===== src/hw/airm_pkg.sv =====
// Purpose: Shared constants for the analog input range monitor
// Assumes: 8 channels, 16-bit signed conversion results
// Notes:   Byte addresses on a 32-bit classic Wishbone slave
package airm_pkg;
	localparam int          NCH        = 8;
	localparam int          SW         = 23;
	// Register byte offsets
	localparam logic [7:0]  OFS_CTRL   = 8'h00;
	localparam logic [7:0]  OFS_STAT   = 8'h04;
	localparam logic [7:0]  OFS_IRQS   = 8'h08;
	localparam logic [7:0]  OFS_IRQM   = 8'h0c;
	localparam logic [7:0]  OFS_CAL    = 8'h10;
	localparam logic [7:0]  OFS_SUBST  = 8'h14;
	localparam logic [7:0]  OFS_FLAGS  = 8'h18;
	localparam logic [2:0]  BLK_VALUE  = 3'h2;
	localparam logic [2:0]  BLK_PRESET = 3'h3;
	localparam logic [2:0]  BLK_DELTA  = 3'h4;
	// Control field positions and failure interrupt bit
	localparam int          CT_REJ60   = 0;
	localparam int          CT_SMOOTH  = 1;
	localparam int          CT_RANGE   = 4;
	localparam int          CT_FREEZE  = 6;
	localparam int          CT_SLEEP   = 7;
	localparam int          CT_TEST    = 8;
	localparam int          CT_TREJ60  = 9;
	localparam int          CT_TSMOOTH = 10;
	localparam int          IRQ_FAIL   = 8;
	// Reset values: 50 Hz, 32 samples, bipolar
	localparam logic [12:0] CTRL_RST   = 13'h0008;
	localparam logic [7:0]  CAL_RST    = 8'hff;
	localparam logic [15:0] SUBST_RST  = 16'h00ff;
	// Range codes
	typedef enum logic [1:0] {
		RNG_BIP,
		RNG_OFS4,
		RNG_UNI0,
		RNG_OFS1
	} airm_range_e;
	// Limits in scaled counts
	localparam logic signed [15:0] LIM_HI      = 16'sh7e00;
	localparam logic signed [15:0] LIM_LO_BIP  = 16'sh8200;
	localparam logic signed [15:0] LIM_LO_OFS  = 16'sh1800;
	localparam logic signed [15:0] LIM_LO_UNI0 = 16'shff00;
	// Sample periods
	localparam int          CLK_NS     = 40;
	localparam int          T50_NS     = 10_000_000;
	localparam int          T60_NS     = 8_330_000;
	localparam int          T50_CYC    = T50_NS / CLK_NS;
	localparam int          T60_CYC    = T60_NS / CLK_NS;
	localparam int          TW         = 18;
endpackage : airm_pkg


===== src/hw/airm_top.sv =====
// Purpose: Range monitor, scaling, smoothing and substitution for 8 analog inputs
// Assumes: Converter returns one result per conv_start per channel, in any order
// Notes:   Registers on classic Wishbone, ack one cycle after the request
// How it works
// RULE_01: Below-range flag under range's lower limit
// RULE_02: Above-range flag when value exceeds 32256
// RULE_03: Uncalibrated channel lights both flags
// RULE_04: Scale full scale to plus/minus 32000
// RULE_05: Freeze presents held or preset values
// RULE_06: Failure: error light, event, readable status
// RULE_07: Sample every 10 ms or 8.33 ms
// RULE_08: Module-wide running average, 2 to 128
// RULE_09: Limits follow the module range selection
// RULE_10: Test filter overrides, config restored after
// RULE_11: Per-input force of preset value
// RULE_12: Change flag when delta exceeded, zero disables
// RULE_13: Sleep stops conversion, presents preset values
// RULE_14: Flags refresh once per sample per channel
// RULE_15: Restart average on smoothing or range change
`timescale 1ns/1ps
module airm_top #(
	parameter int T50 = airm_pkg::T50_CYC,
	parameter int T60 = airm_pkg::T60_CYC
) (
	input  wire logic        mclk,
	input  wire logic        rst,
	input  wire logic        wb_cyc_i,
	input  wire logic        wb_stb_i,
	input  wire logic        wb_we_i,
	input  wire logic [7:0]  wb_adr_i,
	input  wire logic [3:0]  wb_sel_i,
	input  wire logic [31:0] wb_dat_i,
	output logic      [31:0] wb_dat_o,
	output logic             wb_ack_o,
	input  wire logic        adc_valid,
	input  wire logic [2:0]  adc_chan,
	input  wire logic [15:0] adc_data,
	input  wire logic        fail_in,
	output logic             conv_start,
	output logic      [7:0]  below_range_flag,
	output logic      [7:0]  above_range_flag,
	output logic             err_led,
	output logic             fail_evt,
	output logic             irq
);
	localparam int N = airm_pkg::NCH;
	localparam int S = airm_pkg::SW;

	logic        [12:0]    ctrl_r;
	logic        [7:0]     cal_r;
	logic        [7:0]     hold_last_sample;
	logic        [7:0]     force_r;
	logic        [8:0]     irqs_r;
	logic        [8:0]     irqm_r;
	logic signed [15:0]    preset_substitute_value [N];
	logic        [15:0]    change_detect_delta [N];
	logic signed [S-1:0]   sum_r  [N];
	logic signed [15:0]    live_r [N];
	logic signed [15:0]    last_r [N];
	logic signed [15:0]    rep_r  [N];
	logic        [7:0]     below_r;
	logic        [7:0]     above_r;
	logic        [7:0]     restart_r;
	logic        [airm_pkg::TW-1:0] tick_cnt_r;
	logic                  fail_d_r;
	logic                  ack_r;
	logic        [31:0]    dat_r;

	// Bus decode, a write lands on the edge that samples ack high
	logic        req;
	logic        wr;
	logic [2:0]  blk;
	logic [2:0]  widx;
	assign req  = wb_cyc_i & wb_stb_i & ~ack_r;
	assign wr   = wb_cyc_i & wb_stb_i & wb_we_i & ack_r;
	assign blk  = wb_adr_i[7:5];
	assign widx = wb_adr_i[4:2];

	// Effective filter setup, test values win while test is on
	logic        rej60;
	logic [2:0]  smooth;
	logic [1:0]  range;
	logic        freeze;
	logic        sleep;
	assign rej60  = ctrl_r[airm_pkg::CT_TEST] ? ctrl_r[airm_pkg::CT_TREJ60]
	                                          : ctrl_r[airm_pkg::CT_REJ60];     // [RULE_10]
	assign smooth = ctrl_r[airm_pkg::CT_TEST] ? ctrl_r[airm_pkg::CT_TSMOOTH +: 3]
	                                          : ctrl_r[airm_pkg::CT_SMOOTH +: 3]; // [RULE_10]
	assign range  = ctrl_r[airm_pkg::CT_RANGE +: 2];
	assign freeze = ctrl_r[airm_pkg::CT_FREEZE];
	assign sleep  = ctrl_r[airm_pkg::CT_SLEEP];

	// Averaging shift: code 0..6 means 2..128 samples
	logic [2:0] ksh;
	assign ksh = (smooth == 3'h7) ? 3'h7 : smooth + 3'h1;                     // [RULE_08]

	// Scaling of the raw result: x - 3x/128 = x * 32000/32768
	logic signed [17:0] raw3;
	logic signed [17:0] raw3s;
	logic signed [15:0] scaled;
	assign raw3   = 18'(signed'(adc_data)) * 18'sh3;
	assign raw3s  = raw3 >>> 7;
	assign scaled = signed'(adc_data) - raw3s[15:0];                          // [RULE_04]

	// Running average step for the channel just converted
	logic signed [S-1:0] xs;
	logic signed [S-1:0] old_avg;
	logic signed [S-1:0] sum_nxt;
	logic signed [S-1:0] avg_w;
	logic signed [15:0]  avg_nxt;
	assign xs      = S'(scaled);
	assign old_avg = sum_r[adc_chan] >>> ksh;
	assign sum_nxt = restart_r[adc_chan] ? (xs <<< ksh)
	                                     : sum_r[adc_chan] - old_avg + xs;    // [RULE_08] [RULE_15]
	assign avg_w   = sum_nxt >>> ksh;
	assign avg_nxt = avg_w[15:0];

	// Lower limit from the range selection
	logic signed [15:0] lim_lo;
	always_comb begin
		case (airm_pkg::airm_range_e'(range))
			airm_pkg::RNG_BIP:  lim_lo = airm_pkg::LIM_LO_BIP;             // [RULE_09]
			airm_pkg::RNG_UNI0: lim_lo = airm_pkg::LIM_LO_UNI0;
			default:            lim_lo = airm_pkg::LIM_LO_OFS;
		endcase
	end

	// Change detection against last reported value
	logic signed [16:0] diff;
	logic        [16:0] adiff;
	logic               chg;
	assign diff  = 17'(avg_nxt) - 17'(rep_r[adc_chan]);
	assign adiff = diff[16] ? 17'(-diff) : diff;
	assign chg   = adc_valid & (change_detect_delta[adc_chan] != 16'h0)
	             & (adiff > {1'b0, change_detect_delta[adc_chan]});          // [RULE_12]

	// Substitution whenever the live value must not be shown
	logic subst_all;
	assign subst_all = freeze | sleep | fail_in;

	// Configuration and control registers
	always_ff @(posedge mclk) begin
		if (rst) begin
			ctrl_r           <= airm_pkg::CTRL_RST;
			cal_r            <= airm_pkg::CAL_RST;
			hold_last_sample <= airm_pkg::SUBST_RST[7:0];
			force_r          <= airm_pkg::SUBST_RST[15:8];
			irqm_r           <= '0;
		end else if (wr && blk == 3'h0) begin
			case (wb_adr_i)
				airm_pkg::OFS_CTRL: begin
					if (wb_sel_i[0]) ctrl_r[7:0]  <= wb_dat_i[7:0];
					if (wb_sel_i[1]) ctrl_r[12:8] <= wb_dat_i[12:8];
				end
				airm_pkg::OFS_IRQM: begin
					if (wb_sel_i[0]) irqm_r[7:0] <= wb_dat_i[7:0];
					if (wb_sel_i[1]) irqm_r[8]   <= wb_dat_i[8];
				end
				airm_pkg::OFS_CAL:
					if (wb_sel_i[0]) cal_r <= wb_dat_i[7:0];
				airm_pkg::OFS_SUBST: begin
					if (wb_sel_i[0]) hold_last_sample <= wb_dat_i[7:0];
					if (wb_sel_i[1]) force_r          <= wb_dat_i[15:8];      // [RULE_11]
				end
				default: ;
			endcase
		end
	end

	// Per-channel preset and delta tables
	always_ff @(posedge mclk) begin
		if (rst) begin
			for (int i = 0; i < N; i++) begin
				preset_substitute_value[i] <= '0;
				change_detect_delta[i]     <= '0;
			end
		end else if (wr && blk == airm_pkg::BLK_PRESET) begin
			if (wb_sel_i[0]) preset_substitute_value[widx][7:0]  <= wb_dat_i[7:0];
			if (wb_sel_i[1]) preset_substitute_value[widx][15:8] <= wb_dat_i[15:8];
		end else if (wr && blk == airm_pkg::BLK_DELTA) begin
			if (wb_sel_i[0]) change_detect_delta[widx][7:0]  <= wb_dat_i[7:0];
			if (wb_sel_i[1]) change_detect_delta[widx][15:8] <= wb_dat_i[15:8];
		end
	end

	// Sample timer, halted in sleep
	logic [airm_pkg::TW-1:0] period;
	assign period = rej60 ? airm_pkg::TW'(T60 - 1) : airm_pkg::TW'(T50 - 1);
	always_ff @(posedge mclk) begin
		if (rst || sleep) begin
			tick_cnt_r <= '0;
			conv_start <= 1'b0;                                              // [RULE_13]
		end else if (tick_cnt_r >= period) begin
			tick_cnt_r <= '0;
			conv_start <= 1'b1;                                              // [RULE_07]
		end else begin
			tick_cnt_r <= tick_cnt_r + 1'b1;
			conv_start <= 1'b0;
		end
	end

	// Restart request on a change of smoothing or range
	logic [2:0] ksh_d_r;
	logic [1:0] range_d_r;
	always_ff @(posedge mclk) begin
		ksh_d_r   <= ksh;
		range_d_r <= range;
		if (rst || ksh != ksh_d_r || range != range_d_r)
			restart_r <= '1;                                                 // [RULE_15]
		else if (adc_valid)
			restart_r[adc_chan] <= 1'b0;
	end

	// Sample store, average and range classification
	always_ff @(posedge mclk) begin
		if (rst) begin
			below_r <= '0;
			above_r <= '0;
			for (int i = 0; i < N; i++) begin
				sum_r[i]  <= '0;
				live_r[i] <= '0;
				last_r[i] <= '0;
				rep_r[i]  <= '0;
			end
		end else if (adc_valid && !sleep) begin
			sum_r[adc_chan]   <= sum_nxt;
			live_r[adc_chan]  <= avg_nxt;
			below_r[adc_chan] <= avg_nxt < lim_lo;                           // [RULE_01] [RULE_14]
			above_r[adc_chan] <= avg_nxt > airm_pkg::LIM_HI;                 // [RULE_02] [RULE_14]
			if (!subst_all)
				last_r[adc_chan] <= avg_nxt;                                 // [RULE_05]
			if (chg)
				rep_r[adc_chan] <= avg_nxt;                                  // [RULE_12]
		end
	end

	// Indicator outputs per channel
	for (genvar c = 0; c < N; c++) begin : g_led
		always_ff @(posedge mclk) begin
			if (rst) begin
				below_range_flag[c] <= 1'b0;
				above_range_flag[c] <= 1'b0;
			end else begin
				below_range_flag[c] <= below_r[c] | ~cal_r[c];              // [RULE_01] [RULE_03]
				above_range_flag[c] <= above_r[c] | ~cal_r[c];              // [RULE_02] [RULE_03]
			end
		end
	end

	// Module failure light and one-cycle event
	always_ff @(posedge mclk) begin
		if (rst) begin
			fail_d_r <= 1'b0;
			err_led  <= 1'b0;
			fail_evt <= 1'b0;
		end else begin
			fail_d_r <= fail_in;
			err_led  <= fail_in;                                             // [RULE_06]
			fail_evt <= fail_in & ~fail_d_r;                                 // [RULE_06]
		end
	end

	// Status bit of the failure event
	localparam int IRQ_B  = airm_pkg::IRQ_FAIL;

	// Sticky interrupt status, set wins over write-one clear
	logic [8:0] irq_set;
	logic [8:0] irq_clr;
	always_comb begin
		irq_set           = '0;
		irq_set[IRQ_B]    = fail_in & ~fail_d_r;
		if (chg && !sleep)
			irq_set[adc_chan] = 1'b1;
		irq_clr = '0;
		if (wr && wb_adr_i == airm_pkg::OFS_IRQS) begin
			if (wb_sel_i[0]) irq_clr[7:0] = wb_dat_i[7:0];
			if (wb_sel_i[1]) irq_clr[8]   = wb_dat_i[8];
		end
	end

	always_ff @(posedge mclk) begin
		if (rst) begin
			irqs_r <= '0;
			irq    <= 1'b0;
		end else begin
			irqs_r <= (irqs_r & ~irq_clr) | irq_set;                         // [RULE_12] [RULE_06]
			irq    <= |(irqs_r & irqm_r);
		end
	end

	// Value presented to the application for a channel
	function automatic logic [15:0] shown(input logic [2:0] ch);
		logic use_pre;
		use_pre = sleep | force_r[ch]
		        | (subst_all & ~hold_last_sample[ch]);                       // [RULE_11] [RULE_13]
		if (use_pre)
			shown = preset_substitute_value[ch];
		else if (subst_all)
			shown = last_r[ch];                                              // [RULE_05]
		else
			shown = live_r[ch];
	endfunction : shown

	// Presented value of the addressed channel
	logic [15:0] shown_v;
	always_comb begin
		shown_v = shown(widx);
	end

	// Read data mux, unmapped reads return zero
	logic [31:0] rd;
	always_comb begin
		rd = '0;
		case (blk)
			3'h0: begin
				case (wb_adr_i)
					airm_pkg::OFS_CTRL:  rd = {19'h0, ctrl_r};
					airm_pkg::OFS_STAT:  rd = {30'h0, sleep, fail_in};        // [RULE_06]
					airm_pkg::OFS_IRQS:  rd = {23'h0, irqs_r};
					airm_pkg::OFS_IRQM:  rd = {23'h0, irqm_r};
					airm_pkg::OFS_CAL:   rd = {24'h0, cal_r};
					airm_pkg::OFS_SUBST: rd = {16'h0, force_r, hold_last_sample};
					airm_pkg::OFS_FLAGS: rd = {16'h0, above_range_flag, below_range_flag};
					default:             rd = '0;
				endcase
			end
			airm_pkg::BLK_VALUE:  rd = {{16{shown_v[15]}}, shown_v};
			airm_pkg::BLK_PRESET: rd = {{16{preset_substitute_value[widx][15]}},
			                            preset_substitute_value[widx]};
			airm_pkg::BLK_DELTA:  rd = {16'h0, change_detect_delta[widx]};
			default:              rd = '0;
		endcase
	end

	// Wishbone answer, one wait state
	always_ff @(posedge mclk) begin
		if (rst) begin
			ack_r <= 1'b0;
			dat_r <= '0;
		end else begin
			ack_r <= req;
			dat_r <= rd;
		end
	end
	assign wb_ack_o = ack_r;
	assign wb_dat_o = dat_r;
endmodule : airm_top


===== config.mk =====
export PLATFORM = sky130hd
export DESIGN_NAME = airm_top
export DESIGN_NICKNAME = d
export VERILOG_FILES = /design/src/hw/airm_pkg.sv /design/src/hw/airm_top.sv
export SDC_FILE = /design/constraint.sdc
export NUM_CORES = 2
export LEC_CHECK = 0
export ABC_CLOCK_PERIOD_IN_PS = 18300
export BUFFER_PORTS_ARGS = -buffer_cell sky130_fd_sc_hd__buf_4
export CAP_MARGIN = 10
export CORE_MARGIN = 2
export CORE_UTILIZATION = 35
export CTS_CLUSTER_SIZE = 10
export DETAILED_ROUTE_END_ITERATION = 16
export HOLD_SLACK_MARGIN = 0.02
export SLEW_MARGIN = 20
export SYNTH_ARGS = -nofsm -noshare
export SYNTH_HDL_FRONTEND = slang
export SYNTH_SLANG_ARGS = --single-unit

===== constraint.sdc =====
create_clock -name mclk -period 18.3 [get_ports mclk]
set_input_delay 3.66 -clock mclk [delete_from_list [all_inputs] [get_ports mclk]]
set_output_delay 3.66 -clock mclk [all_outputs]
set_load 0.005 [all_outputs]

Word level (Yosys, flattened, before mapping)

Memories as Yosys holds them, arrays and structs flattened.
Index checks and enable logic that the tools add are counted.

Muxes and demuxes: 75
Shift-type cells: 3
Reduce and logical (&&, ||, !) cells: 31
Order comparisons: 8
Multipliers: 1
Bitwise logic cells: 46
Equal/unequal tests: 13
Add/sub/neg operators: 7

Operators with widths:

| operator                | number |
|---|---|
| $mux W16                | 8 |
| $pmux W32 S4            | 1 |
| $pmux W16 S7            | 1 |
| $reduce_or A16 Y1       | 5 |
| $mux W23                | 2 |
| $mux W1                 | 41 |
| $pmux W16 S2            | 1 |
| $eq A8 B5 Y1 const B    | 3 |
| $mux W3                 | 8 |
| $add A23 B16 Y23        | 1 |
| $reduce_or A23 Y1       | 1 |
| $sshl A16 B3 Y23        | 1 |
| $sshr A23 B3 Y16        | 1 |
| $sshr A23 B3 Y23        | 1 |
| $sub A23 B23 Y23        | 1 |
| $reduce_and A3 Y1       | 7 |
| $or A1 B1 Y1            | 20 |
| $add A18 B1 Y18 const B | 1 |
| $and A9 B9 Y9           | 2 |
| $ge A18 B18 Y1          | 1 |
| $mul A16 B3 Y18 const B | 1 |
| $mux W9                 | 2 |
| $gt A17 B16 Y1          | 1 |
| $mux W17                | 1 |
| 37 further kinds        | 72 |

Output and inout bits: 53
RAM bits: 824
Input bits: 70
Register bits after elaboration: 155
Memories: 6

Memories:

| name                    | words | width | read ports | clocked after memory_dff | wr ports | line           | RTL |
|---|---|---|---|---|---|---|---|
| sum_r                   | 8     | 23    | 1          | 0                        | 8        | airm_top.sv:57 | `logic signed [S-1:0] sum_r [N];` |
| change_detect_delta     | 8     | 16    | 2          | 0                        | 8        | airm_top.sv:56 | `logic [15:0] change_detect_delta [N];` |
| last_r                  | 8     | 16    | 1          | 0                        | 8        | airm_top.sv:59 | `logic signed [15:0] last_r [N];` |
| live_r                  | 8     | 16    | 1          | 0                        | 8        | airm_top.sv:58 | `logic signed [15:0] live_r [N];` |
| preset_substitute_value | 8     | 16    | 1          | 0                        | 8        | airm_top.sv:55 | `logic signed [15:0] preset_substitute_value [N];` |
| rep_r                   | 8     | 16    | 1          | 0                        | 8        | airm_top.sv:60 | `logic signed [15:0] rep_r [N];` |

Longest topological paths before layout

Depth in word-level cells: 19
Mapped depth: 72
Depth with buffers taken out: 64

Worst setup path before layout

No wires, ideal clock.

Kind: input to register
Start point: in adc_data[2]
End point: mem rep_r[2][0], enable pin
Slack: 1.939 ns
Setup time: 0.364 ns
Required time: 17.936 ns
Arrival: 15.997 ns
Cell stages on the path: 62
Path through: ha_1 > ha_1 > a41o_1 > a2111oi_2 > a21oi_1 > nand2_1 > o221ai_1 > a21oi_1 > nor2b_1 > nor2_1 > xor2_1 > ha_1 > buf_6 > and2_1 > o2111a_1 > or3_1 > and2_1 > inv_1 > [26 not listed] > xnor2_1 > ha_1 > o21a_1 > o21a_1 > o21a_1 > o21a_1 > o21a_1 > o21a_1 > o21ai_0 > a21oi_1 > o31ai_1 > a21boi_0 > o21a_1 > o21ai_1 > nor2_1 > a21oi_4 > buf_6 > nand2_1

RTL lines:

| element     | line           | RTL |
|---|---|---|
| from (decl) | airm_top.sv:37 | `input wire logic [15:0] adc_data,` |
| to (decl)   | airm_top.sv:60 |  |

==> results.md <==
- Status: finished, final reports clean
- Yosys cell types: 98
- Layout cells sized above 1: 15.46%
- Register area share after synthesis: 54.80%
- Synthesized area per cell: 11.64 um2
- Critical path class: in -> reg
- Starting density of the core: 35.12%
- First-pass GRT wire length: 232.4 mm
- Setup-failing EPs final: 0
- Worst Setup Start Kind: input pin
- Largest net degree at the start of global routing: 68
- Ports: 123
- WP buf/inv: 8
- Die H: 383.0 um
- Synth top area share: 49.22%
- Max-Cap Viols: 0
- Total Wirelength: 157.8 mm
- Area contributors post-synth: edfxtp_1 49%, mux4_2 6.7%, nor2_1 5.7%
- Static Leak: 20.82 nW
- Syn_nets: 4531
- CTS Buf Count: 110
- Setup crit end kind: flip-flop
- Initial antenna violation count: 3
- Period utilization: 93.81%
- Hold Path Class: reg -> reg
- Slew headroom: 22.37%
- Simple-Gate Fraction of Synth Area: 15.06%
- Critical Path Stages: 62
- Port bufs: 104
- Setup TNS: 0 ns
- EDFF count, synth: 824
- Hold Fails Final Rpt: 0
- Detailed placer's ending HPWL: 102.3 mm
- Tightest Pin Transition: 1.157 ns
- Layout area overhead: 12.17%
- #FFs+latches synth: 964
- Post CTS Setup Buffer Count: 0
- Largest family of logic cells by synthesized area: simple AND/OR/NAND/NOR gates
- CTS Buffer Depth: 3
- FF-to-FF End: rep_r[5][11]
- Cell mode on critical path: o21a_1
- Final Max Tran Viols: 0
- Minimum clock period: 17.17 ns
- Clock transition at path regs: 0.06 ns
- CTS Sinks: 964
- GPL Wtd Cong: 0.9204
- Syn Inst Count: 4320
- R2R Setup Slk: 3.89 ns
- Die width: 383.0 um
- Nets@finish: 4552
- CP Data Arrival Time: 17.63 ns
- CP Max Fanout: 12
- Via density: 5.679
- Total Power: 0.007638 W
- PostCTS Resize Cnt: 0
- Iter 0 DRT Violations: 4261
- Clock Tree Root: clkbuf_16
- Total global-route track usage: 21.10%
- Compound-Gate Fraction of Synth Area: 10.95%
- Via count: 35835
- Ys flop type: edfxtp_1
- Core area: 143100 um2
- Post-Syn Area: 50270 um2
- Ys async rst share: 0%
- DRT Pass-1 Iters: 6
- Wire per inst: 25.01 um
- CP max stage delay: 0.64 ns
- DIE AREA: 146700 um2
- Post-Synth Adder-Cell Area: 3.888%
- Worst-Skew Late Latency: 0.73 ns
- Mux contribution to synthesized area: 10.08%
- Fmax: 58.25 MHz
- Grt ovf: 0
- Xor/xnor share of the synthesized area: 1.391%
- Cell row count: 139
- Hold Buf Count CTS: 0
- Synth area leader: edfxtp_1
- Worst path slowest cell: fa_1
- Crit path required time: 18.76 ns
- PwrDens: 135.4 nW/um2
- Reg2Reg Depth: 57
- CTS tree: done
- H-tree levels: 3
- Ys Warns: 0
- Worst Hold Path EP: restart_r[2]
- Setup Skew: 0.03279 ns
- RSZ-0062 raised after global routing: false
- Hold Crit Start: restart_r[2]
- Vias in the first global route: 34688
- Hold path depth: 2
- RR Startpoint: ctrl_r[8]
- Number of routed nets with antenna violations: 0
- Maximum vdd drop: 0.0001015 V
- Finished Core Util: 39.40%
- Drt drc: 0
- Critical path's top delay family: compound AO/OA/AOI/OAI gates
## metrics by stage
stage | hold WS, ns | std cells | instance area (um2) | setup slack (ns)
2_1_floorplan | 0.3290 | 4320 | 50270 | 1.939
3_3_place_gp | 0.4327 | 6130 | 53210 | 0.7808
3_5_place_dp | 0.4372 | 6130 | 53210 | 0.6304
4_1_cts | 0.4446 | 6306 | 56330 | 1.334
5_1_grt | 0.4566 | 6308 | 56380 | 0.1257
6_report | 0.4441 | 6310 | 56390 | 1.132
## cell type report
class / instances / area, um2
flip-flops and latches: 964 / 27550
inverters: 136 / 510.5
well taps: 1903 / 2381
clock buffers: 163 / 2993
clock inverters: 13 / 133.9
diodes: 2 / 5.005
repair buffers: 244 / 1876
fillers: 13499 / 86750
multi-input cells: 2885 / 20940
## synth_stat cells, types with 29 or more instances
cell type	number
nor2_1	761
nor3_1	41
xor2_1	30
nand4_1	33
xnor2_1	48
edfxtp_1	824
o21ai_0	91
mux4_2	150
mux2_2	29
a21oi_1	124
nor2_2	51
mux2i_1	136
a22oi_1	221
dfxtp_1	140
inv_1	135
and4_1	42
buf_1	52
nand3_1	53
ha_1	117
nand2_1	200
clkbuf_1	245
o21a_1	29
and2_1	274
## flip-flops by register name (all words and copies together), names as in the netlist, 9 cells and up
signal / count
wb_dat_o: 17
preset_substitute_value: 128
change_detect_delta: 128
rep_r: 128
live_r: 128
irqs_r: 9
irqm_r: 9
ctrl_r: 13
last_r: 128
sum_r: 184
tick_cnt_r: 18
## worst reg2reg max path, delay by kind of cell (launching register included)
kind | cells | cell delay, ns
adders and majority gates | 5 | 2.13
AOI/OAI and AO/OA | 32 | 7.22
muxes | 1 | 0.30
and+or+nand+nor | 8 | 1.29
DFF | 1 | 0.56
xor gates and xnor gates | 1 | 0.27
buffers and inverters | 10 | 2.40
## kinds of logic (layout without fill, tap and decap cells)
family,Yosys count,after routing
other,0,2
multiplexers,315,315
flip-flops,964,964
AND/OR/NAND/NOR,1587,1587
XOR/XNOR,79,79
AO/OA/AOI/OAI,762,762
adder cells (fa/ha/maj),142,142
buffers and inverters,471,556
## layer usage
metal	global-route usage [%]	part of all wire, %
met5	0	0.022
met4	7.590	3.7
met3	3.497	7.9
met2	34.33	47
met1	28.38	41
## cells in the final DEF (no fill, tap or decap), types with 42 or more instances in the layout
cell type	netlist	final
edfxtp_1	824	824
nor2_1	761	759
and2_1	274	271
buf_4	17	239
a22oi_1	221	221
nand2_1	200	192
mux4_2	150	150
dfxtp_1	140	140
mux2i_1	136	135
inv_1	135	124
a21oi_1	124	123
ha_1	117	117
clkbuf_16	0	111
o21ai_0	91	83
nand3_1	53	53
nor2_2	51	51
clkbuf_1	245	50
xnor2_1	48	48
and4_1	42	42
## report_power, final
group | switching, W | internal [W]
clock | 0.000883 | 0.00112
combinational | 0.00205 | 0.00103
sequential | 0.0000439 | 0.00252
total | 0.00297 | 0.00467
## worst max path at each step
stage | startpoint | to | slack [ns]
after floorplan | adc_data[2] | rep_r[2][0] | 1.94
after global placement | adc_data[2] | rep_r[5][7] | 0.78
after detailed placement | adc_data[2] | rep_r[5][9] | 0.63
after CTS | adc_data[2] | rep_r[5][8] | 1.33
after global routing | adc_data[2] | rep_r[5][10] | 0.13
final | adc_data[2] | rep_r[5][11] | 1.13
No activity file was read; power rests on OpenSTA's default activity.
